`src/adcr_pkg.sv`:
```
/*
 * Constants shared by the converter configuration register slice: register
 * indices, slot numbering, reset values, writable-bit masks and field positions.
 * Assumes the APB slave places each 8-bit register in the low byte of one word
 * at byte address four times its index.
 */
package adcr_pkg;

	// Speed grades of the converter
	typedef enum logic [1:0] {
		ADCR_GRADE_SLOW,
		ADCR_GRADE_STD,
		ADCR_GRADE_FAST
	} adcr_grade_t;

	// Register indices (word index; byte address is four times the index)
	localparam logic [9:0] IDX_XFER    = 10'h0ff;
	localparam logic [9:0] IDX_CALCTL  = 10'h10a;
	localparam logic [9:0] IDX_THR     = 10'h10e;
	localparam logic [9:0] IDX_DIVIDED_CLOCK_OUTPUT  = 10'h120;
	localparam logic [9:0] IDX_TRIM    = 10'h121;
	localparam logic [9:0] IDX_RSV     = 10'h12a;
	localparam logic [9:0] IDX_G0      = 10'h130;
	localparam logic [9:0] IDX_N0L     = 10'h131;
	localparam logic [9:0] IDX_N0H     = 10'h132;
	localparam logic [9:0] IDX_G1      = 10'h138;
	localparam logic [9:0] IDX_N1L     = 10'h139;
	localparam logic [9:0] IDX_N1H     = 10'h13a;

	// Storage slots of the shadowed registers
	localparam int NSLOT     = 11;
	localparam logic [3:0] SL_THR    = 4'h0;
	localparam logic [3:0] SL_CALCTL = 4'h1;
	localparam logic [3:0] SL_DIVIDED_CLOCK_OUTPUT = 4'h2;
	localparam logic [3:0] SL_TRIM   = 4'h3;
	localparam logic [3:0] SL_RSV    = 4'h4;
	localparam logic [3:0] SL_G0     = 4'h5;
	localparam logic [3:0] SL_N0L    = 4'h6;
	localparam logic [3:0] SL_N0H    = 4'h7;
	localparam logic [3:0] SL_G1     = 4'h8;
	localparam logic [3:0] SL_N1L    = 4'h9;
	localparam logic [3:0] SL_N1H    = 4'ha;

	// Reset values
	localparam logic [7:0] RST_THR       = 8'h14;
	localparam logic [7:0] RST_CALCTL    = 8'h10;
	localparam logic [7:0] RST_DIVIDED_CLOCK_OUTPUT    = 8'h11;
	localparam logic [7:0] RST_TRIM_SLOW = 8'h03;
	localparam logic [7:0] RST_TRIM_FAST = 8'h00;
	localparam logic [7:0] RST_RSV       = 8'h05;
	localparam logic [7:0] RST_ZERO      = 8'h00;

	// Writable bits; all others ignore writes and read zero
	localparam logic [7:0] MSK_FULL   = 8'hff;
	localparam logic [7:0] MSK_CALCTL = 8'h10;
	localparam logic [7:0] MSK_DIVIDED_CLOCK_OUTPUT = 8'h1b;
	localparam logic [7:0] MSK_LOW2   = 8'h03;
	localparam logic [7:0] MSK_GAIN   = 8'h33;

	// Field positions
	localparam int BIT_XFER      = 0;
	localparam int BIT_CAL_EN    = 4;
	localparam int BIT_DIV_EN    = 4;
	localparam int BIT_DIV_TERM  = 3;
	localparam int POS_SWING     = 0;
	localparam int POS_GAIN_D2   = 4;
	localparam int POS_GAIN_D8   = 0;

	// Divided clock ratio and NCO width
	localparam int DIV_RATIO  = 4;
	localparam int NCO_W      = 10;

endpackage : adcr_pkg

```
`src/adcr_clkdiv.sv`:
```
/*
 * Divide-by-ratio clock generator for the divided clock output.
 * Assumes the enable comes from a register on the same clock; the output is
 * a flip-flop so it carries no glitch when enabled or disabled.
 */
module adcr_clkdiv
	import adcr_pkg::*;
#(
	parameter int RATIO = DIV_RATIO
) (
	// Clock and reset
	input  wire logic pclk,
	input  wire logic presetn,
	input  wire logic ce,
	// Control and output
	input  wire logic en,
	output logic      clk_out
);

	typedef struct packed {
		logic [$clog2(RATIO)-1:0] cnt;
		logic                     out;
	} adcr_div_t;

	adcr_div_t r_reg;
	adcr_div_t r_next;

	always_comb begin
		r_next = r_reg;
		if (ce) begin
			if (!en) begin
				// Parked low so re-enabling always starts a full period
				r_next = '0;
			end else begin
				r_next.cnt = r_reg.cnt + 1'b1;
				r_next.out = r_reg.cnt[$clog2(RATIO)-1];
			end
		end
	end

	always_ff @(posedge pclk or negedge presetn) begin
		if (!presetn) begin
			r_reg <= '0;
		end else begin
			r_reg <= r_next;
		end
	end

	assign clk_out = r_reg.out;

endmodule : adcr_clkdiv

```
`src/adcr_regs.sv`:
```
/*
 * Configuration register slice of a sampling converter behind an APB slave:
 * calibration threshold, divided clock output control, sample-rate trim,
 * reserved register, downconverter gains and NCO phase increments, with
 * master/slave shadowing and a small NCO phase accumulator per channel.
 * Assumes pclk stands in for the sample clock and that the APB master holds
 * its request until pready.
 */
// Behaviour
// - Divided clock runs at quarter rate
// - Divided clock control bit 4 enables output
// - Bit 3 selects termination mode
// - Bits 1:0 select output swing
// - Standard grades: trim codes select rate ranges
// - Fastest grade: trim codes select rate ranges
// - Slowest grade: trim resets 3, only 3
// - Faster grades: trim resets to zero
// - Channel 0 bits 5:4 decimate-by-2 gain
// - Channel 0 bits 1:0 decimate-by-8 gain
// - Channel 1 has identical gain register
// - Channel 0 increment: 0x131 low, 0x132 high
// - NCO frequency is increment times rate/1024
// - Threshold register 0x10E resets to 0x14
// - Channel 1 increment: 0x139 low, 0x13A high
// - Transfer bit copies master into slave registers
// - Threshold used only when calibration bit 4 set
module adcr_regs
	import adcr_pkg::*;
#(
	parameter adcr_grade_t GRADE = ADCR_GRADE_STD
) (
	// Clock, reset, clock enable
	input  wire logic        pclk,
	input  wire logic        presetn,
	input  wire logic        ce,
	// APB slave
	input  wire logic        psel,
	input  wire logic        penable,
	input  wire logic        pwrite,
	input  wire logic [11:0] paddr,
	input  wire logic [31:0] pwdata,
	output logic      [31:0] prdata,
	output logic             pready,
	output logic             pslverr,
	// Divided clock output and its pad controls
	output logic             divided_clock_output,
	output logic             divided_clock_output_term_none,
	output logic      [1:0]  divided_clock_output_swing,
	// Converter trim and calibration
	output logic      [1:0]  trim_code,
	output logic      [7:0]  gain_cal_threshold,
	output logic             gain_cal_threshold_en,
	output logic      [7:0]  reserved_cfg,
	// Downconverter channel 0
	output logic      [1:0]  ddc0_gain_d2,
	output logic      [1:0]  ddc0_gain_d8,
	output logic      [9:0]  ddc0_nco_inc,
	output logic      [9:0]  ddc0_nco_phase,
	// Downconverter channel 1
	output logic      [1:0]  ddc1_gain_d2,
	output logic      [1:0]  ddc1_gain_d8,
	output logic      [9:0]  ddc1_nco_inc,
	output logic      [9:0]  ddc1_nco_phase
);

	typedef struct packed {
		logic [NSLOT-1:0][7:0] m;
		logic [NSLOT-1:0][7:0] s;
		logic [31:0]           rdata;
		logic                  err;
		logic [NCO_W-1:0]      ph0;
		logic [NCO_W-1:0]      ph1;
	} adcr_state_t;

	adcr_state_t r_reg;
	adcr_state_t r_next;

	// Slot lookup: bit 4 flags a shadowed register, bits 3:0 give its slot
	function automatic logic [4:0] slot_of(input logic [9:0] idx);
		case (idx)
			IDX_THR:    slot_of = {1'b1, SL_THR};
			IDX_CALCTL: slot_of = {1'b1, SL_CALCTL};
			IDX_DIVIDED_CLOCK_OUTPUT: slot_of = {1'b1, SL_DIVIDED_CLOCK_OUTPUT};
			IDX_TRIM:   slot_of = {1'b1, SL_TRIM};
			IDX_RSV:    slot_of = {1'b1, SL_RSV};
			IDX_G0:     slot_of = {1'b1, SL_G0};
			IDX_N0L:    slot_of = {1'b1, SL_N0L};
			IDX_N0H:    slot_of = {1'b1, SL_N0H};
			IDX_G1:     slot_of = {1'b1, SL_G1};
			IDX_N1L:    slot_of = {1'b1, SL_N1L};
			IDX_N1H:    slot_of = {1'b1, SL_N1H};
			default:    slot_of = 5'h00;
		endcase
	endfunction : slot_of

	// Implemented bits of each slot, used for both write and read
	function automatic logic [7:0] slot_mask(input logic [3:0] sl);
		case (sl)
			SL_CALCTL: slot_mask = MSK_CALCTL;
			SL_DIVIDED_CLOCK_OUTPUT: slot_mask = MSK_DIVIDED_CLOCK_OUTPUT;
			SL_TRIM:   slot_mask = MSK_LOW2;
			SL_G0:     slot_mask = MSK_GAIN;
			SL_G1:     slot_mask = MSK_GAIN;
			SL_N0H:    slot_mask = MSK_LOW2;
			SL_N1H:    slot_mask = MSK_LOW2;
			default:   slot_mask = MSK_FULL;
		endcase
	endfunction : slot_mask

	function automatic logic [7:0] slot_reset(input logic [3:0] sl);
		case (sl)
			SL_THR:    slot_reset = RST_THR;
			SL_CALCTL: slot_reset = RST_CALCTL;
			SL_DIVIDED_CLOCK_OUTPUT: slot_reset = RST_DIVIDED_CLOCK_OUTPUT;
			SL_TRIM:   slot_reset = (GRADE == ADCR_GRADE_SLOW) ? RST_TRIM_SLOW
			                                                   : RST_TRIM_FAST;
			SL_RSV:    slot_reset = RST_RSV;
			default:   slot_reset = RST_ZERO;
		endcase
	endfunction : slot_reset

	// Request decode
	logic [9:0] idx;
	logic [4:0] slot_info;
	logic [3:0] slot;
	logic       slot_ok;
	logic       addr_ok;
	logic       wr_take;
	logic       div_en;

	assign idx       = paddr[11:2];
	assign slot_info = slot_of(idx);
	assign slot      = slot_info[3:0];
	assign slot_ok   = slot_info[4];
	assign addr_ok   = (paddr[1:0] == 2'b00) && (slot_ok || idx == IDX_XFER);
	// Access phase is one cycle while ce is high; a frozen clock enable stretches it
	assign pready    = psel & penable & ce;
	assign wr_take   = pready & pwrite;

	// Reset image of the whole state
	adcr_state_t r_init;
	genvar gi;
	generate
		for (gi = 0; gi < NSLOT; gi++) begin : g_init
			assign r_init.m[gi] = slot_reset(4'(gi));
			assign r_init.s[gi] = slot_reset(4'(gi));
		end
	endgenerate
	assign r_init.rdata = '0;
	assign r_init.err   = 1'b0;
	assign r_init.ph0   = '0;
	assign r_init.ph1   = '0;

	always_comb begin
		r_next = r_reg;
		if (ce) begin
			// Setup phase: read data and error are registered ahead of the access
			if (psel && !penable) begin
				r_next.err   = !addr_ok;
				r_next.rdata = '0;
				if (!pwrite && slot_ok && paddr[1:0] == 2'b00) begin
					r_next.rdata[7:0] = r_reg.m[slot] & slot_mask(slot);
				end
			end
			if (wr_take && addr_ok) begin
				if (slot_ok) begin
					r_next.m[slot] = pwdata[7:0] & slot_mask(slot);
					// Slow grade has only the lowest-rate trim; other codes are refused
					if (GRADE == ADCR_GRADE_SLOW && slot == SL_TRIM) begin
						r_next.m[SL_TRIM] = RST_TRIM_SLOW;
					end
				end else if (pwdata[BIT_XFER]) begin
					// Self-clearing: nothing is stored, so the bit reads zero
					r_next.s = r_reg.m;
				end
			end
			// Phase accumulators: wrap at 1024 gives inc * fs / 1024
			r_next.ph0 = r_reg.ph0 + ddc0_nco_inc;
			r_next.ph1 = r_reg.ph1 + ddc1_nco_inc;
		end
	end

	always_ff @(posedge pclk or negedge presetn) begin
		if (!presetn) begin
			r_reg <= r_init;
		end else begin
			r_reg <= r_next;
		end
	end

	// Bus answers
	assign prdata  = r_reg.rdata;
	assign pslverr = pready & r_reg.err;

	// Functional outputs come from the slave copies only
	assign div_en                = r_reg.s[SL_DIVIDED_CLOCK_OUTPUT][BIT_DIV_EN];
	assign divided_clock_output_term_none      = r_reg.s[SL_DIVIDED_CLOCK_OUTPUT][BIT_DIV_TERM];
	assign divided_clock_output_swing          = r_reg.s[SL_DIVIDED_CLOCK_OUTPUT][POS_SWING+:2];
	// Code 0 is the top range on the faster grades; the range table differs by grade
	assign trim_code             = r_reg.s[SL_TRIM][1:0];
	assign gain_cal_threshold    = r_reg.s[SL_THR];
	assign gain_cal_threshold_en = r_reg.s[SL_CALCTL][BIT_CAL_EN];
	assign reserved_cfg          = r_reg.s[SL_RSV];
	assign ddc0_gain_d2          = r_reg.s[SL_G0][POS_GAIN_D2+:2];
	assign ddc0_gain_d8          = r_reg.s[SL_G0][POS_GAIN_D8+:2];
	assign ddc1_gain_d2          = r_reg.s[SL_G1][POS_GAIN_D2+:2];
	assign ddc1_gain_d8          = r_reg.s[SL_G1][POS_GAIN_D8+:2];
	assign ddc0_nco_inc          = {r_reg.s[SL_N0H][1:0], r_reg.s[SL_N0L]};
	assign ddc1_nco_inc          = {r_reg.s[SL_N1H][1:0], r_reg.s[SL_N1L]};
	assign ddc0_nco_phase        = r_reg.ph0;
	assign ddc1_nco_phase        = r_reg.ph1;

	adcr_clkdiv #(
		.RATIO   (DIV_RATIO)
	) u_clkdiv (
		.pclk    (pclk),
		.presetn (presetn),
		.ce      (ce),
		.en      (div_en),
		.clk_out (divided_clock_output)
	);

	// Checks
	property p_master_only;
		@(posedge pclk) disable iff (!presetn)
		(wr_take && idx != IDX_XFER) |=> $stable(r_reg.s);
	endproperty
	a_master_only: assert property (p_master_only)
		else $error("slave registers changed without a transfer");

	property p_transfer;
		@(posedge pclk) disable iff (!presetn)
		(wr_take && idx == IDX_XFER && paddr[1:0] == 2'b00 && pwdata[BIT_XFER])
			|=> (r_reg.s == $past(r_reg.m));
	endproperty
	a_transfer: assert property (p_transfer)
		else $error("transfer did not copy master registers");

	property p_div_off;
		@(posedge pclk) disable iff (!presetn)
		(!div_en && ce) |=> !divided_clock_output;
	endproperty
	a_div_off: assert property (p_div_off)
		else $error("divided clock active while disabled");

	property p_div_quarter;
		@(posedge pclk) disable iff (!presetn)
		(div_en && ce) [*4] |-> (divided_clock_output != $past(divided_clock_output, 2));
	endproperty
	a_div_quarter: assert property (p_div_quarter)
		else $error("divided clock not at quarter rate");

	property p_read_zero;
		@(posedge pclk) disable iff (!presetn)
		(pready && !pwrite && slot_ok) |->
			(prdata[31:8] == 24'h0) && ((prdata[7:0] & ~slot_mask(slot)) == 8'h00);
	endproperty
	a_read_zero: assert property (p_read_zero)
		else $error("unused bits read nonzero");

	property p_slow_trim;
		@(posedge pclk) disable iff (!presetn)
		(GRADE == ADCR_GRADE_SLOW) |-> (trim_code == 2'b11);
	endproperty
	a_slow_trim: assert property (p_slow_trim)
		else $error("slow grade trim code not 3");

	property p_nco_step;
		@(posedge pclk) disable iff (!presetn)
		ce |=> (ddc0_nco_phase == 10'($past(ddc0_nco_phase) + $past(ddc0_nco_inc)));
	endproperty
	a_nco_step: assert property (p_nco_step)
		else $error("channel 0 phase step wrong");

	property p_reset_values;
		@(posedge pclk) disable iff (!presetn)
		$rose(presetn) |-> (gain_cal_threshold == RST_THR) &&
			(r_reg.m[SL_TRIM] == slot_reset(SL_TRIM));
	endproperty
	a_reset_values: assert property (p_reset_values)
		else $error("register reset value wrong");

	property p_bad_write;
		@(posedge pclk) disable iff (!presetn)
		(wr_take && !addr_ok) |-> pslverr ##1 $stable(r_reg.m);
	endproperty
	a_bad_write: assert property (p_bad_write)
		else $error("unmapped write not refused");

	property p_write_master;
		@(posedge pclk) disable iff (!presetn)
		(wr_take && addr_ok && slot_ok && !(GRADE == ADCR_GRADE_SLOW && slot == SL_TRIM))
			|=> (r_reg.m[$past(slot)] == ($past(pwdata[7:0]) & slot_mask($past(slot))));
	endproperty
	a_write_master: assert property (p_write_master)
		else $error("write did not land in master register");

	property p_xfer_keeps_master;
		@(posedge pclk) disable iff (!presetn)
		(wr_take && idx == IDX_XFER) |=> $stable(r_reg.m);
	endproperty
	a_xfer_keeps_master: assert property (p_xfer_keeps_master)
		else $error("transfer write altered master registers");

	property p_xfer_reads_zero;
		@(posedge pclk) disable iff (!presetn)
		(pready && !pwrite && idx == IDX_XFER) |-> (prdata == 32'h0);
	endproperty
	a_xfer_reads_zero: assert property (p_xfer_reads_zero)
		else $error("transfer bit read back nonzero");

	property p_refused_read;
		@(posedge pclk) disable iff (!presetn)
		(pready && !pwrite && !addr_ok) |-> pslverr && (prdata == 32'h0);
	endproperty
	a_refused_read: assert property (p_refused_read)
		else $error("unmapped read not refused");

	// Read data moves only at a setup edge, so it stands through any wait
	property p_rdata_hold;
		@(posedge pclk) disable iff (!presetn)
		!(psel && !penable) |=> $stable(prdata);
	endproperty
	a_rdata_hold: assert property (p_rdata_hold)
		else $error("read data moved outside setup");

	property p_freeze;
		@(posedge pclk) disable iff (!presetn)
		!ce |=> $stable(r_reg) && $stable(divided_clock_output);
	endproperty
	a_freeze: assert property (p_freeze)
		else $error("state moved while clock enable low");

	property p_nco1_step;
		@(posedge pclk) disable iff (!presetn)
		ce |=> (ddc1_nco_phase == 10'($past(ddc1_nco_phase) + $past(ddc1_nco_inc)));
	endproperty
	a_nco1_step: assert property (p_nco1_step)
		else $error("channel 1 phase step wrong");

	property p_div_restart;
		@(posedge pclk) disable iff (!presetn)
		((!div_en && ce) ##1 (div_en && ce) [*3])
			|-> !divided_clock_output ##1 divided_clock_output;
	endproperty
	a_div_restart: assert property (p_div_restart)
		else $error("divided clock did not restart low then high");

endmodule : adcr_regs

```
`config.mk`:
```
export PLATFORM = sky130hd
export DESIGN_NAME = adcr_regs
export DESIGN_NICKNAME = d
export VERILOG_FILES = /design/src/adcr_pkg.sv /design/src/adcr_clkdiv.sv /design/src/adcr_regs.sv
export SDC_FILE = /design/constraint.sdc
export NUM_CORES = 1
export LEC_CHECK = 0
export BUFFER_PORTS_ARGS = -buffer_cell sky130_fd_sc_hd__buf_2
export CORE_ASPECT_RATIO = 0.75
export CORE_MARGIN = 2
export CORE_UTILIZATION = 45
export CTS_CLUSTER_DIAMETER = 60
export CTS_CLUSTER_SIZE = 28
export DETAILED_ROUTE_END_ITERATION = 12
export PLACE_DENSITY = 0.67
export SETUP_SLACK_MARGIN = 0.05
export SYNTH_ARGS = -nofsm -noshare
export SYNTH_HDL_FRONTEND = slang
export SYNTH_SLANG_ARGS = --single-unit
```
`constraint.sdc`:
```
create_clock -name pclk -period 2.5 [get_ports pclk]
set_clock_uncertainty 0.1 [all_clocks]
set_input_delay 0.125 -clock pclk [delete_from_list [all_inputs] [get_ports pclk]]
set_output_delay 0.125 -clock pclk [all_outputs]
set_load 0.02 [all_outputs]
```
# Word-level counts from Yosys, hierarchy flattened
# Index checks and enable logic that the tools add are counted.
# W data, S select, Z words.
# totals
reg_bits	180
out_inout_bits	105
# classes
addsub	3
order_cmp	2
eq_ne	19
muxes	15
bitwise_logic	7
n_reduce_logical	16
# op_table
cell	count
$eq A10 B9 Y1 const B	11
$bwmux W88	1
$mux W8	9
$pmux W5 S11	1
$bmux W8 S4	1
$demux W8 S4	1
$pmux W8 S4	1
$add A10 B10 Y10	2
$and A8 B8 Y8	2
$eq A10 B8 Y1 const B	1
$eq A4 B2 Y1 const B	2
$eq A4 B3 Y1 const B	2
$eq A4 B4 Y1 const B	2
$logic_and A1 B1 Y1	6
$lt A4 B5 Y1 const B	1
$and A1 B1 Y1	4
$eq A4 B1 Y1 const B	1
$ge A4 B1 Y1 const B	1
$reduce_and A4 Y1	1
$logic_not A1 Y1	3
$mux W3	1
$reduce_and A3 Y1	1
$reduce_or A3 Y1	1
$add A2 B1 Y2 const B	1
other kinds (5)	5

# Depth between registers and ports, before layout
# logic_depth
depth_word	10
mapped_depth	11
mapped_depth_nobuf	10

# Hierarchy
# Synthesis repeated with hierarchy kept, for this count alone.
# hier_totals
cells_unflattened	827
hier_area_um2	9183.8
# by_module_without_submodules
module	n_inst	cells_each	area_each_um2	seq_area_each_um2
adcr_regs	1	815	9052.4	4096.4
adcr_clkdiv	1	12	131.4	75.1

# Worst setup path before layout
# Ideal clock, no wire load.
# synth_path
path_type	input port to flip-flop
start	in paddr[6]
end	reg r_reg[205] (netlist name)
arrival_time_ns	2.405
t_required_ns	2.275
slack_ns	-0.130
path_stages	8
path_buffers	2
cell_sequence	clkbuf_1 > or4b_1 > nor3_1 > a211oi_2 > or3_1 > buf_2 > nor4_4 > mux2_2
# synth_between
elab_chain_len	10
# synth_rtl
element	line_no	text
start: declaration	adcr_regs.sv:40	input wire logic [11:0] paddr,
$eq A10 B9 Y1	adcr_regs.sv:80	case (idx)
$pmux W5 S11	adcr_regs.sv:80	
$eq A4 B4 Y1, or another cell as far along	adcr_regs.sv:98	case (sl)
$reduce_or A3 Y1 (no source line) / $reduce_or A2 Y1 (equally long branches)	--	
$pmux W8 S4	adcr_regs.sv:98	
$mux W8	adcr_regs.sv:166	if (slot_ok) begin
$mux W8	adcr_regs.sv:165	if (wr_take && addr_ok) begin
$mux W8	adcr_regs.sv:156	if (ce) begin
$and A8 B8 Y8	adcr_regs.sv:167	r_next.m[slot] = pwdata[7:0] & slot_mask(slot);
$bwmux W88	adcr_regs.sv:167	
end signal: assignment	adcr_regs.sv:185	r_reg <= r_init;
end signal: assignment	adcr_regs.sv:187	r_reg <= r_next;
end: declaration	adcr_regs.sv:75	adcr_state_t r_reg;
# Parallel ways exist; a longest one is shown, timed or not. The select of a mux whose other input is x is not followed.
# A chain may end at the register's enable or synchronous reset.

# Worst setup path in the final report
# layout_path
start	reg r_reg (netlist bit ddc0_nco_phase[0])
end	reg r_reg (netlist bit ddc0_nco_phase[8])
# layout_between
elab_chain_len	1
# layout_rtl
element	line_no	text
$add A10 B10 Y10	adcr_regs.sv:178	r_next.ph0 = r_reg.ph0 + ddc0_nco_inc;
# Every way passes these cells.

==> flow_results.org <==
** Drt
- Remaining antenna violation count :: 0
- After detailed routing, the number of remaining DRC violations is 0.
- The pre-antenna-repair detailed-routing pass consisted of 5 iterations.
- Number of vias after detailed routing :: 6065
- Average routed wire per standard cell :: 17.9 microns
- Wires add up to 20400 microns.
- Dividing the detail-routed via count by the number of cells gives 5.30.
- After the first detailed-routing iteration, the DRC count stood at 562.

** Finish
- Non-Filler Cell Area, Final :: 0.00967 sq mm
- Number of antenna repair diodes :: 0
- Most frequent cells in the layout :: sky130_fd_sc_hd__dfrtp_1 (146), sky130_fd_sc_hd__buf_2 (105), sky130_fd_sc_hd__nand2_1 (102), sky130_fd_sc_hd__mux2_2 (79), sky130_fd_sc_hd__o21ai_0 (57)
- Syn-to-layout area delta :: 14.7%
- Excluding fillers, the count of instances in the completed layout stands at 1145.
- Fill cell total of the finished layout :: 1631
- Leading cell type in the layout, fill and taps excluded :: sky130_fd_sc_hd__dfrtp_1
- After the last flow step, the layout net total stands at 955.
- The register with the most flip-flops in the layout has 78 of them.
- At the end of the flow the core is filled with cells to 52.4%.
- In the final layout, the share of cells above drive strength 1 is 35.3%.

** Setup path
- Maximum fanout along the worst path :: 3
- The worst setup path is captured at a register.
- The worst register-to-register path begins at ddc0_nco_phase[0].
- Launching element of the worst setup path :: ddc0_nco_phase[0]
- Worst Setup Path Type :: reg -> reg
- In this run the critical register-to-register path is captured at ddc0_nco_phase[8].
- The worst setup path is launched from a register.
- Measured in cells, the most critical reg-to-reg path has a length of 10.
- CP Data Arrival Time :: 2570 ps
- Req. time, crit path :: 2730 ps
- Setup slack of the most critical reg-to-reg path :: 160 ps

** Timing
- Post-layout worst setup margin :: 157 ps
- At the pin with the least slew margin, the transition time is 677 ps.
- Timing would allow up to 427 MHz.
- Hold violation count in the final report :: 0
- Setup repair after global routing left no endpoint under its margin.
- Setup violations remaining at the end of the flow were counted as 0.
- Worst hold margin :: 25.2 ps
- The routed design could run at a clock period as short as 2340 ps.
- Max Slew Vio Count :: 0
- The final critical path takes up 93.7% of the cycle.
- Setup tns final :: 0 ps
- Max transition margin :: 54.8%

** Synth
- Top cell type by total area after synthesis :: sky130_fd_sc_hd__dfrtp_1
- For this run, the leading register cell type out of synthesis is sky130_fd_sc_hd__dfrtp_1.
- Synthesized area per cell :: 10.5 sq um
- After synthesis the netlist holds a flip-flop and latch count of 160.
- Post-Syn Area :: 0.00844 sq mm
- Asr flop ratio synth :: 100%
- Synthesis produced a netlist whose cell count is 803.
- Cell types occupying the most area after synthesis :: sky130_fd_sc_hd__dfrtp_1 (43%), sky130_fd_sc_hd__mux2_2 (11%), sky130_fd_sc_hd__buf_4 (8.9%)
- Share of synthesized area occupied by flip-flops and latches :: 47.7%
- Number of warnings reported in the yosys synthesis log :: 0
- Number of enable flip-flop cells after synthesis :: 0
- After synthesis, the netlist uses 60 different library cells.
- Area share of the largest cell type after synthesis :: 43.3%

** Floorplanning
- Horizontal die dimension :: 162 microns
- Rows :: 43
- The floorplan step defined a die boundary enclosing 0.0199 sq mm.
- Floorplan Core Area :: 0.0185 sq mm
- The floorplan step set the die height to 123 microns.
- Once the floorplan was initialized, standard cells occupied 45.7% of the core.
- Total I/O pin count :: 155

** Clock network
- Clock tree synthesis found a total of 160 sinks.
- Clock transition at the registers of the reported paths :: 70 ps
- H-Tree Level Count :: 4
- Root buf cell :: sky130_fd_sc_hd__clkbuf_16
- Clock latency reported for the late side of the worst-skew pair :: 440 ps
- Number of buffers on the longest clock path :: 2
- Post-CTS setup buffer count :: 0
- TritonCTS created 17 clock buffers.
- TritonCTS clock tree :: done

** Global routing
- Overall Global Routing Usage :: 21.2%
- Global-route wire length before repair :: 31700 microns
- Global route total overflow :: 0
- The via count of the first global-routing pass is 5608.
- Entering global routing, the biggest net connects 74 pins.
- Initial antenna violation count :: 0

** Worst hold path
- Path category of the worst min-delay check :: in -> reg
- Endpoint with the worst hold slack :: r_reg[20]
- Hold path start :: paddr[0]
- Number of cells on the worst hold path :: 4

** Power
- Leakage power figure :: 4.80 nW
- The share of total power dissipated in sequential elements is 48.0%.
- Internal power comes to 4.01 mW.
- Worst vdd ir :: 0.392 mV
- Net switching fraction of the power :: 25.8%
- Pwr Density :: 558 mW/mm^2
- Overall power consumption :: 5.40 mW
- Net switching power of the design :: 1.39 mW
- In this run, the combinational gates consume 4.5% of the power.
- In this run, the clock network consumes 47.5% of the power.

** Placed design
- Once placement finished, the instance area stood at 0.00902 sq mm.
- After detailed placement, the design holds a cell count of 1111.
- Buffers on Ports :: 106
- At the end of routability-driven placement, the weighted congestion stood at 0.951.
- OpenSTA, run right after detailed placement, puts the worst setup slack at -92.3 ps.
- After legalization and detailed placement, the total HPWL measured 15400 microns.

** Run status
- The run finished with clean final reports.

** Job
- Total of max-cap violations :: 0
-- cells by family (layout without fill, tap and decap cells) --
logic type	after synthesis	count (layout)	synth area share, %
AO/OA/AOI/OAI	132	132	9.70
XOR/XNOR	10	10	1.04
adder cells (fa/ha/maj)	20	20	3.14
buffers and inverters	141	213	10.8
flip-flops	160	160	47.7
multiplexers	99	99	13.2
other	1	24	0.0445
AND/OR/NAND/NOR	240	240	14.4
-- synth_stat cells (7+ instances only) --
| cell type | count |
|---|---|
| sky130_fd_sc_hd__nor2_1 | 26 |
| sky130_fd_sc_hd__clkbuf_1 | 18 |
| sky130_fd_sc_hd__dfstp_2 | 14 |
| sky130_fd_sc_hd__and2_1 | 18 |
| sky130_fd_sc_hd__xnor2_1 | 10 |
| sky130_fd_sc_hd__nor2b_1 | 20 |
| sky130_fd_sc_hd__ha_1 | 18 |
| sky130_fd_sc_hd__mux2i_1 | 18 |
| sky130_fd_sc_hd__inv_1 | 13 |
| sky130_fd_sc_hd__buf_4 | 100 |
| sky130_fd_sc_hd__nor3_1 | 10 |
| sky130_fd_sc_hd__mux2_2 | 79 |
| sky130_fd_sc_hd__nand2_1 | 102 |
| sky130_fd_sc_hd__a211oi_1 | 8 |
| sky130_fd_sc_hd__a21oi_1 | 22 |
| sky130_fd_sc_hd__or3_1 | 7 |
| sky130_fd_sc_hd__dfrtp_1 | 146 |
| sky130_fd_sc_hd__o21ai_0 | 60 |
| sky130_fd_sc_hd__nand3_1 | 20 |
-- area by class of cell --
class / count / area (sq um) / area share, %
Clock buffer: 17 / 425 / 4.40
Clock inverter: 15 / 161 / 1.67
Inverter: 13 / 48.8 / 0.504
Multi-Input combinational cell: 525 / 3650 / 37.7
Sequential cell: 160 / 4020 / 41.6
Tap cell: 247 / 309 / 3.19
Timing Repair Buffer: 168 / 1060 / 10.9
-- worst max-delay path, stage by stage, from the launching register on --
cell	delay [ps]
sky130_fd_sc_hd__dfrtp_1	420
sky130_fd_sc_hd__ha_4	170
sky130_fd_sc_hd__inv_1	50
sky130_fd_sc_hd__fa_1	390
sky130_fd_sc_hd__nor2b_1	120
sky130_fd_sc_hd__o21ai_0	100
sky130_fd_sc_hd__a21boi_1	230
sky130_fd_sc_hd__o21ai_2	100
sky130_fd_sc_hd__a211oi_2	200
sky130_fd_sc_hd__o21ai_0	110
sky130_fd_sc_hd__a31o_2	240
-- power by group through the flow --
stage | Combinational (mW) | Clock, mW | Sequential [mW]
2_1_floorplan | 0.124 | 0 | 2.64
3_3_place_gp | 0.242 | 0 | 2.64
3_5_place_dp | 0.243 | 0 | 2.64
4_1_cts | 0.246 | 2.61 | 2.59
5_1_grt | 0.268 | 2.75 | 2.59
6_report | 0.243 | 2.56 | 2.59
-- worst max-delay path by stage --
stage | endpoint | slack [ps] | depth (start not counted)
after global routing | ddc0_nco_phase[8] | 30 | 10
after CTS | ddc1_nco_phase[8] | 80 | 10
final | ddc0_nco_phase[8] | 160 | 10
after detailed placement | r_reg[208] | -90 | 8
after global placement | prdata[1] | -70 | 8
after floorplan | r_reg[205] | -20 | 8
-- repair_timing --
| action | CTS | global route |
|---|---|---|
| gates cloned | 0 | 0 |
| gates resized for setup | 4 | 10 |
| hold buffers | 2 | 0 |
| pin swaps | 0 | 2 |
| endpoints found under the hold margin | 67 | 0 |
| setup endpoints to repair | 3 | 8 |
-- metal layers --
layer / track usage [%] / vias up / routed length (microns)
li1: - / 2850 / -
met5: 0 / - / 0
met2: 30.5 / 217 / 8630
met1: 31.5 / 2970 / 9910
met4: 6.03 / 0 / 336
met3: 5.51 / 28 / 1550
Power figures use the tool's default switching activity.
